**src/iac_map.vh**
```
// Constants for the interrupt-acknowledge capture block.
`ifndef IAC_MAP_VH
`define IAC_MAP_VH
// ------------------------------------------------------------------
// Register indices
// ------------------------------------------------------------------
`define IAC_REG_CTRL 4'h0
`define IAC_REG_STATUS 4'h1
`define IAC_REG_TYPE_NOARM 4'h2
`define IAC_REG_TYPE_REARM 4'h3
`define IAC_REG_CASCADE 4'h4
`define IAC_REG_FORCE 4'h5
`define IAC_REG_IRQ_STAT 4'h6
`define IAC_REG_IRQ_EN 4'h7
`define IAC_REG_IRQ_CLR 4'h8
// ------------------------------------------------------------------
// Field positions
// ------------------------------------------------------------------
`define IAC_CTRL_RESP 0
`define IAC_CTRL_SYNC 1
`define IAC_CTRL_RUN 2
`define IAC_ST_CAPT 0
`define IAC_ST_ARMED 1
`define IAC_ST_BUSY 2
`define IAC_ST_LOOP 3
`define IAC_FRC_ONCE 0
`define IAC_FRC_REPEAT 1
`define IAC_FRC_STOP 2
`define IAC_EV_CAPT 0
`define IAC_EV_DONE 1
`define IAC_EV_NUM 2
// ------------------------------------------------------------------
// Reset values and timing
// ------------------------------------------------------------------
`define IAC_ZERO8 8'h00
`define IAC_ZERO32 32'h0000_0000
`define IAC_CYC_LEN 4
`define IAC_GAP_LEN 2
`endif

```
**src/iac_capture.v**
```verilog
// Interrupt-acknowledge capture, forcing and scope sync logic.
// Summary of operation
// - Respond to requests only while response switched on.
// - Switching on clears flag, type and cascade.
// - Latch type byte from data bus.
// - Rearming type read clears flag, re-enables.
// - Plain type read keeps flag and block.
// - Block acceptance after acknowledge until rearming type read.
// - Latch cascade address from cascade bus.
// - Cascade read changes neither flag nor acceptance.
// - Status read reports the captured flag.
// - Force command runs acknowledge without request.
// - Forced sequence replaces latched type and cascade.
// - Repeat force loops until stopped.
// - Acknowledge sequence is two bus cycles.
// - Sync output low during sequence when selected.
// - Sync spans first cycle start to second end.
// - Common handler outside run mode only.
`include "iac_map.vh"
module iac_capture #(
  parameter CYC_LEN = `IAC_CYC_LEN,
  parameter GAP_LEN = `IAC_GAP_LEN
)(
  input wire i_sys_clk,
  input wire i_rst,
  input wire [3:0] i_addr,
  input wire [31:0] i_wdata,
  input wire i_wr,
  input wire i_rd,
  output reg [31:0] o_rdata,
  output wire o_irq,
  input wire i_interrupt_request_input,
  input wire [7:0] i_data_bus,
  input wire [2:0] i_cascade_bus,
  output wire o_interrupt_ack_cycle_n,
  output wire o_ack_second_cycle,
  output wire o_scope_sync_n,
  output wire o_common_handler
);
// ------------------------------------------------------------------
// Pin synchronisers
// ------------------------------------------------------------------
reg [1:0] req_sync_q;
reg [7:0] data_s1_q;
reg [7:0] data_s2_q;
reg [2:0] csc_s1_q;
reg [2:0] csc_s2_q;
always @(posedge i_sys_clk or posedge i_rst)
begin
  if (i_rst)
  begin
    req_sync_q <= 2'h0;
    data_s1_q <= `IAC_ZERO8;
    data_s2_q <= `IAC_ZERO8;
    csc_s1_q <= 3'h0;
    csc_s2_q <= 3'h0;
  end
  else
  begin
    req_sync_q <= {req_sync_q[0], i_interrupt_request_input};
    data_s1_q <= i_data_bus;
    data_s2_q <= data_s1_q;
    csc_s1_q <= i_cascade_bus;
    csc_s2_q <= csc_s1_q;
  end
end
wire req_s = req_sync_q[1];
// ------------------------------------------------------------------
// Bus decode
// ------------------------------------------------------------------
function hit;
  input [3:0] a;
  input [3:0] r;
  begin
    hit = (a == r);
  end
endfunction
wire wr_ctrl = i_wr && hit(i_addr, `IAC_REG_CTRL);
wire wr_force = i_wr && hit(i_addr, `IAC_REG_FORCE);
wire wr_ien = i_wr && hit(i_addr, `IAC_REG_IRQ_EN);
wire wr_iclr = i_wr && hit(i_addr, `IAC_REG_IRQ_CLR);
wire read_type_and_rearm = i_rd && hit(i_addr, `IAC_REG_TYPE_REARM);
// ------------------------------------------------------------------
// Control register
// ------------------------------------------------------------------
reg resp_q;
reg sync_sel_q;
reg run_mode_q;
wire resp_on_edge = wr_ctrl && i_wdata[`IAC_CTRL_RESP] && !resp_q;
always @(posedge i_sys_clk or posedge i_rst)
begin
  if (i_rst)
  begin
    resp_q <= 1'b0;
    sync_sel_q <= 1'b0;
    run_mode_q <= 1'b0;
  end
  else if (wr_ctrl)
  begin
    resp_q <= i_wdata[`IAC_CTRL_RESP];
    sync_sel_q <= i_wdata[`IAC_CTRL_SYNC];
    run_mode_q <= i_wdata[`IAC_CTRL_RUN];
  end
end
// Outside run mode every interrupt goes to the common handler.
assign o_common_handler = !run_mode_q;
// ------------------------------------------------------------------
// Acknowledge sequencer
// ------------------------------------------------------------------
localparam ST_IDLE = 2'h0;
localparam ST_CYC1 = 2'h1;
localparam ST_CYC2 = 2'h2;
localparam ST_GAP = 2'h3;
reg [1:0] st_q;
reg [7:0] cnt_q;
reg loop_q;
reg forced_q;
reg capt_q;
reg armed_q;
reg [7:0] type_q;
reg [2:0] csc_q;
reg done_pulse_q;
reg capt_pulse_q;
wire idle = (st_q == ST_IDLE);
// Requests are taken only when response is on and no type is pending.
wire take_req = idle && resp_q && armed_q && req_s;
wire take_frc = idle && wr_force &&
  (i_wdata[`IAC_FRC_ONCE] || i_wdata[`IAC_FRC_REPEAT]);
wire cyc_end = (cnt_q == CYC_LEN[7:0] - 8'h01);
wire gap_end = (cnt_q == GAP_LEN[7:0] - 8'h01);
always @(posedge i_sys_clk or posedge i_rst)
begin
  if (i_rst)
  begin
    st_q <= ST_IDLE;
    cnt_q <= `IAC_ZERO8;
    loop_q <= 1'b0;
    forced_q <= 1'b0;
    done_pulse_q <= 1'b0;
  end
  else
  begin
    done_pulse_q <= 1'b0;
    if (wr_force && i_wdata[`IAC_FRC_STOP])
      loop_q <= 1'b0;
    case (st_q)
      ST_IDLE:
      begin
        cnt_q <= `IAC_ZERO8;
        if (take_frc)
        begin
          st_q <= ST_CYC1;
          forced_q <= 1'b1;
          loop_q <= i_wdata[`IAC_FRC_REPEAT];
        end
        else if (take_req)
        begin
          st_q <= ST_CYC1;
          forced_q <= 1'b0;
        end
      end
      ST_CYC1:
      begin
        cnt_q <= cyc_end ? `IAC_ZERO8 : cnt_q + 8'h01;
        if (cyc_end)
          st_q <= ST_CYC2;
      end
      ST_CYC2:
      begin
        cnt_q <= cyc_end ? `IAC_ZERO8 : cnt_q + 8'h01;
        if (cyc_end)
        begin
          done_pulse_q <= 1'b1;
          st_q <= ST_GAP;
        end
      end
      ST_GAP:
      begin
        cnt_q <= gap_end ? `IAC_ZERO8 : cnt_q + 8'h01;
        if (gap_end)
        begin
          // A stop written during the gap ends the loop here.
          if (loop_q && !(wr_force && i_wdata[`IAC_FRC_STOP]))
            st_q <= ST_CYC1;
          else
            st_q <= ST_IDLE;
        end
      end
      default:
        st_q <= ST_IDLE;
    endcase
  end
end
wire in_seq = (st_q == ST_CYC1) || (st_q == ST_CYC2);
assign o_interrupt_ack_cycle_n = !in_seq;
assign o_ack_second_cycle = (st_q == ST_CYC2);
assign o_scope_sync_n = !(sync_sel_q && in_seq);
wire latch_now = (st_q == ST_CYC2) && cyc_end;
// ------------------------------------------------------------------
// Capture state
// ------------------------------------------------------------------
always @(posedge i_sys_clk or posedge i_rst)
begin
  if (i_rst)
  begin
    capt_q <= 1'b0;
    armed_q <= 1'b1;
    type_q <= `IAC_ZERO8;
    csc_q <= 3'h0;
    capt_pulse_q <= 1'b0;
  end
  else
  begin
    capt_pulse_q <= latch_now;
    if (latch_now)
    begin
      // Forced and requested sequences both overwrite the latches.
      type_q <= data_s2_q;
      csc_q <= csc_s2_q;
      capt_q <= 1'b1;
      armed_q <= 1'b0;
    end
    else if (resp_on_edge)
    begin
      type_q <= `IAC_ZERO8;
      csc_q <= 3'h0;
      capt_q <= 1'b0;
      armed_q <= 1'b1;
    end
    else if (read_type_and_rearm)
    begin
      capt_q <= 1'b0;
      armed_q <= 1'b1;
    end
  end
end
// ------------------------------------------------------------------
// Interrupt status
// ------------------------------------------------------------------
reg [`IAC_EV_NUM-1:0] ist_q;
reg [`IAC_EV_NUM-1:0] ien_q;
wire [`IAC_EV_NUM-1:0] ev = {done_pulse_q, capt_pulse_q};
always @(posedge i_sys_clk or posedge i_rst)
begin
  if (i_rst)
  begin
    ist_q <= {`IAC_EV_NUM{1'b0}};
    ien_q <= {`IAC_EV_NUM{1'b0}};
  end
  else
  begin
    // A new event beats a clear written in the same cycle.
    if (wr_iclr)
      ist_q <= (ist_q & ~i_wdata[`IAC_EV_NUM-1:0]) | ev;
    else
      ist_q <= ist_q | ev;
    if (wr_ien)
      ien_q <= i_wdata[`IAC_EV_NUM-1:0];
  end
end
assign o_irq = |(ist_q & ien_q);
// ------------------------------------------------------------------
// Read data
// ------------------------------------------------------------------
always @(posedge i_sys_clk or posedge i_rst)
begin
  if (i_rst)
    o_rdata <= `IAC_ZERO32;
  else if (i_rd)
  begin
    o_rdata <= `IAC_ZERO32;
    case (i_addr)
      `IAC_REG_CTRL:
      begin
        o_rdata[`IAC_CTRL_RESP] <= resp_q;
        o_rdata[`IAC_CTRL_SYNC] <= sync_sel_q;
        o_rdata[`IAC_CTRL_RUN] <= run_mode_q;
      end
      `IAC_REG_STATUS:
      begin
        o_rdata[`IAC_ST_CAPT] <= capt_q;
        o_rdata[`IAC_ST_ARMED] <= armed_q;
        o_rdata[`IAC_ST_BUSY] <= !idle;
        o_rdata[`IAC_ST_LOOP] <= loop_q;
      end
      `IAC_REG_TYPE_NOARM: o_rdata[7:0] <= type_q;
      `IAC_REG_TYPE_REARM: o_rdata[7:0] <= type_q;
      `IAC_REG_CASCADE: o_rdata[2:0] <= csc_q;
      `IAC_REG_IRQ_STAT: o_rdata[`IAC_EV_NUM-1:0] <= ist_q;
      `IAC_REG_IRQ_EN: o_rdata[`IAC_EV_NUM-1:0] <= ien_q;
      default: o_rdata <= `IAC_ZERO32;
    endcase
  end
  else
    o_rdata <= `IAC_ZERO32;
end
endmodule

```
**config.mk**
```make
export PLATFORM = sky130hd
export DESIGN_NAME = iac_capture
export DESIGN_NICKNAME = d
export VERILOG_FILES = /design/src/iac_capture.v
export VERILOG_INCLUDE_DIRS = /design/src
export SDC_FILE = /design/constraint.sdc
export NUM_CORES = 1
export LEC_CHECK = 0
export ABC_AREA = 0
export ABC_CLOCK_PERIOD_IN_PS = 5000
export BUFFER_PORTS_ARGS = -buffer_cell sky130_fd_sc_hd__buf_2
export CORE_MARGIN = 5
export CORE_UTILIZATION = 54
export CTS_CLUSTER_DIAMETER = 80
export DETAILED_ROUTE_END_ITERATION = 6
export PLACE_DENSITY = 0.81
export SLEW_MARGIN = 5
export SYNTH_ARGS = -nofsm -noshare
export SYNTH_HDL_FRONTEND = slang
export SYNTH_SLANG_ARGS = --single-unit
```
**constraint.sdc**
```tcl
create_clock -name i_sys_clk -period 5 [get_ports i_sys_clk]
set_clock_uncertainty 0.1 [all_clocks]
set_input_delay 0.5 -clock i_sys_clk [delete_from_list [all_inputs] [get_ports i_sys_clk]]
set_output_delay 0.5 -clock i_sys_clk [all_outputs]
set_load 0.005 [all_outputs]
```
# Word-level counts from Yosys, hierarchy flattened
# Index checks and enable logic that the tools add are counted.
[classes]
n_eq_ne = 17
n_reduce_logical = 32
bitwise = 5
addsub = 1
muxes = 31
[ops]
columns = ["operator", "n"]
rows = [
  ["$mux W8", 5],
  ["$pmux W8 S3", 1],
  ["$eq A4 B3 Y1 const B", 4],
  ["$logic_and A1 B1 Y1", 16],
  ["$mux W1", 12],
  ["$mux W2", 6],
  ["$pmux W2 S6", 1],
  ["$add A8 B1 Y8 const B", 1],
  ["$eq A4 B2 Y1 const B", 2],
  ["$eq A8 B1 Y1 const B", 1],
  ["$eq A8 B2 Y1 const B", 1],
  ["$pmux W2 S4", 1],
  ["$logic_not A1 Y1", 6],
  ["$mux W3", 2],
  ["$reduce_or A2 Y1", 3],
  ["$and A2 B2 Y2", 2],
  ["$eq A2 B2 Y1 const B", 2],
  ["$eq A4 B1 Y1 const B", 1],
  ["$eq A4 B4 Y1 const B", 1],
  ["$logic_not A4 Y1", 1],
  ["$mux W4", 1],
  ["$ne A2 B2 Y1 const B", 2],
  ["$or A2 B2 Y2", 2],
  ["$pmux W1 S4", 1],
  ["10 further kinds", 11],
]
[word_totals]
regBits = 89
in_bits = 52

# Longest topological paths before layout
[logic_depth]
depth_word = 8
depth_mapped = 7
ltp_nobuf = 6

# Worst setup path after synthesis
# No wires, ideal clock.
[synth_path]
path_kind = "register to register"
start = "reg cnt_q[0]"
end = "reg csc_q[2]"
setup_slack_ns = 3.099
setup_ns = 0.121
path_buffers = 1
arrival_time_ns = 1.680
required_ns = 4.779
path_stages_with_launch = 7
cell_sequence = "dfrtp_1 -> ha_1 -> or3b_2 -> nor3_4 -> a41oi_2 -> buf_6 -> a22o_1"
[synth_via]
elab_chain_len = 3
word_cells_on_any_way = 4
cone_classes = "eq/ne (1); mux (1); reduce/logical (2)"
[synth_rtl]
columns = ["element", "line_no", "text"]
rows = [
  ["start, declared", "iac_capture.v:115", "reg [7:0] cnt_q;"],
  ["start signal, assigned", "iac_capture.v:136", "cnt_q <= `IAC_ZERO8;"],
  ["start signal, assigned", "iac_capture.v:149", "cnt_q <= `IAC_ZERO8;"],
  ["start signal, assigned", "iac_capture.v:164", "cnt_q <= cyc_end ? `IAC_ZERO8 : cnt_q + 8'h01;"],
  ["$eq A8 B2 Y1 (*)", "iac_capture.v:129", "wire cyc_end = (cnt_q == CYC_LEN[7:0] - 8'h01);"],
  ["$logic_and A1 B1 Y1 (*)", "iac_capture.v:198", "wire latch_now = (st_q == ST_CYC2) && cyc_end;"],
  ["$mux W3 / $reduce_bool A2 Y1 (equally long branches)", "n/a", ""],
  ["end signal, assigned", "iac_capture.v:219", "csc_q <= csc_s2_q;"],
  ["end, declared", "iac_capture.v:121", "reg [2:0] csc_q;"],
]
# Mark *: on every way between the ends. The rest lies on a longest branch, timed or not.
# A chain may end at the register's enable or synchronous reset.

# Worst setup path after layout
[layout_path]
start = "reg cnt_q[0]"
end = "reg capt_q"
[layout_via]
elab_chain_len = 3
word_cells_on_any_way = 4
cone_classes = "eq/ne (1); mux (1); reduce/logical (2)"
[layout_rtl]
columns = ["element", "line_no", "text"]
rows = [
  ["$eq A8 B2 Y1 (*)", "iac_capture.v:129", ""],
  ["$logic_and A1 B1 Y1 (*)", "iac_capture.v:198", ""],
  ["$reduce_bool A3 Y1 (no line) / $mux W1 (equally long branches)", "n/a", ""],
  ["end signal, assigned", "iac_capture.v:206", "capt_q <= 1'b0;"],
  ["end signal, assigned", "iac_capture.v:220", "capt_q <= 1'b1;"],
  ["end signal, assigned", "iac_capture.v:227", "capt_q <= 1'b0;"],
  ["end, declared", "iac_capture.v:118", "reg capt_q;"],
]
# Marked as above.

==> results.txt <==
vias in the first global route: 1695
clock latency on the worst-skew pair: 0.33 ns
largest net degree at the start of global routing: 65
PostCTS Resize Cnt: 0
Synth area leader: dfrtp_1
Port-buffer cells: 35
sequential-to-total area share from yosys stat: 0.591
final cell count without fillers: 335
endpoints failing hold: 0
Iter 0 DRT Violations: 113
global route total overflow: 0
Post-synth EDFFs: 0
GP Congestion: 0.868
area share of the largest cell type after synthesis: 0.581
hold depth: 1
GRT Total Usage: 0.161
FF-to-FF End: capt_q$_DFFE_PP0P_
Worst Setup End Kind: flip-flop
Post-Syn Area: 0.00271 sq mm
HP Start: i_data_bus[0]
vias per cell: 5.06
Initial DRT Pass Iterations: 4
CTS tree: built
Commonest cells post-synth: dfrtp_1 (63), buf_4 (24), nor2_1 (16)
CP max FO: 15
DRC Markers: 0
Final setup viols: 0
cell with the most instances after synthesis: dfrtp_1
total clock sinks: 64
Slew @ Worst Pin: 0.756 ns
Die W: 80.9 um
maximum VDD drop: 0.227 mV
PD cells: 481 mW/mm^2
CTS buffer count: 9
Crit Path Class: reg -> reg
post-synthesis register bit count: 64
Hold Crit Class: in -> reg
Leak: 1.54 nW
Max Transition Viols Final: 0
period utilisation layout: 0.484
Max Cap Viol: 0
# diodes: 0
per-cell routed wire length: 13.8 um
root buf cell: clkbuf_8
DIE AREA: 0.00654 sq mm
Post-synth top flop: dfrtp_1
Max Freq: 0.413 GHz
clk slew on worst S/H paths: 0.07 ns
Routed Antenna Nets: 0
async set-reset flop share out of synthesis: 1.00
Area growth syn-to-layout: 13.5%
Nets: 322
hold worst-path end: data_s1_q[0]$_DFF_PP0_
Setup crit start kind: flip-flop
fraction of layout cells with a size suffix above 1: 0.257
synth top area cells: dfrtp_1 (58%), buf_4 (6.6%), a22o_1 (4.2%)
R2R Path Start: cnt_q[0]$_DFF_PP0_
Period minus WS final: 2.42 ns
I/O pins: 89
Worst EP arrival: 2.54 ns
clk buf depth: 2
Fillers: 387
initial antenna violation count: 0
CTS Hold Buffers Added: 0
setup tns final: 0 ns
chip height: 80.9 um
core area: 0.00479 sq mm
RSZ-0062 raised after global routing: no
num rows: 25
H-tree Lvls: 3
synth unique cells: 46
HPWL Detailed: 3260 um
Finished Core Util: 0.643
Syn. warnings: 0
Critical Path RT: 5.12 ns
Max transition margin: 0.496
status: completed
Initial Utilization: 0.567
final WL: 4620 um
first-pass GRT wire length: 7860 um
Syn Inst Count: 222
Setup Buffers After CTS: 0
Placed Instances: 319
via count: 1694
Reg2Reg Depth: 5
Avg Cell Area, Syn: 12.2 sq um
R2R Setup Slk: 2.58 ns
[registers in the layout, summed over array words and instances, names as in the netlist, 2 cells and up]
register and flops:
o_rdata 8, csc_q 3, st_q 2, csc_s1_q 3, req_sync_q 2, type_q 8, data_s1_q 8, ist_q 2
cnt_q 8, data_s2_q 8, ien_q 2, csc_s2_q 3
[per-layer routing]
| metal | vias up | GRT usage | wire (um) |
|---|---|---|---|
| met3 | 9 | 0.0510 | 368 |
| li1 | 797 | - | - |
| met5 | - | 0 | 0 |
| met4 | 0 | 0.0861 | 99 |
| met2 | 75 | 0.245 | 2120 |
| met1 | 813 | 0.206 | 2030 |
[worst max-delay path by stage]
stage,slack (ns),end,startpoint,cells after the start
3_5_place_dp,2.58,capt_q$_DFFE_PP0P_,cnt_q[0]$_DFF_PP0_,5
2_1_floorplan,2.80,capt_pulse_q$_DFF_PP0_,i_rst,1
3_3_place_gp,2.61,capt_q$_DFFE_PP0P_,cnt_q[0]$_DFF_PP0_,5
6_report,2.58,capt_q$_DFFE_PP0P_,cnt_q[0]$_DFF_PP0_,5
5_1_grt,2.46,capt_q$_DFFE_PP0P_,cnt_q[0]$_DFF_PP0_,5
4_1_cts,2.57,capt_q$_DFFE_PP0P_,cnt_q[0]$_DFF_PP0_,5
[critical path, cell delays in order, from the launching register on]
cell	delay, ns
dfrtp_1	0.40
ha_1	0.22
or3b_2	0.51
nor3_4	0.48
a41oi_2	0.25
a31o_2	0.36
[per-stage QoR]
step           cell area (sq um)  setup slack, ns  total power (W)  hold slack [ns]
5_1_grt                     3080             2.46          0.00158            0.148
6_report                    3080             2.58          0.00148            0.171
4_1_cts                     3080             2.57          0.00150            0.153
3_5_place_dp                2860             2.58          0.00101            0.235
2_1_floorplan               2800             2.80         0.000923            0.231
3_3_place_gp                2860             2.61         0.000995            0.233
[cell families (layout without fill, tap and decap cells)]
| kind of cell | after synthesis | count (layout) | share of synthesized area |
|---|---|---|---|
| DFF | 64 | 64 | 0.591 |
| and+or+nand+nor | 56 | 56 | 0.111 |
| AOI/OAI and AO/OA | 39 | 39 | 0.114 |
| buffers and inverters | 39 | 62 | 0.0904 |
| muxes | 10 | 10 | 0.0401 |
| adders and majority gates | 7 | 7 | 0.0323 |
| xor gates and xnor gates | 6 | 6 | 0.0194 |
| other | 1 | 24 | 0.00138 |
[placed cells by master (no fill, tap or decap), types with 3 or more instances in the layout]
cell type  synthesis  final
o21ai_0            7      7
and2_1             4      4
a21o_1             4      4
nor2_1            16     16
and3_1             3      3
conb_1             1     24
mux2_2             7      7
inv_1             10      9
a22oi_1            3      3
clkinv_2           0      3
clkbuf_8           0     10
buf_2              1     35
mux2i_1            3      3
nand2_1           14     14
a22o_1            13     13
ha_1               7      7
dfrtp_1           63     63
xnor2_1            4      4
nand3_1            4      4
[area by class of cell]
cell class / count / area (sq um) / area share
clock buffer: 10 / 138 / 0.0447
clock inverter: 6 / 82.6 / 0.0268
inverter: 10 / 37.5 / 0.0122
multi-input combinational: 142 / 951 / 0.309
sequential: 64 / 1600 / 0.521
tap: 67 / 83.8 / 0.0272
timing repair buffer: 36 / 183 / 0.0593
[power by group]
| group | internal, W | total (W) | switching, W |
|---|---|---|---|
| clock | 0.000291 | 0.000478 | 0.000187 |
| sequential | 0.000613 | 0.000683 | 0.0000695 |
| combinational | 0.000155 | 0.000319 | 0.000164 |
| total | 0.00106 | 0.00148 | 0.000420 |
No activity file was read; power rests on OpenSTA's default activity.
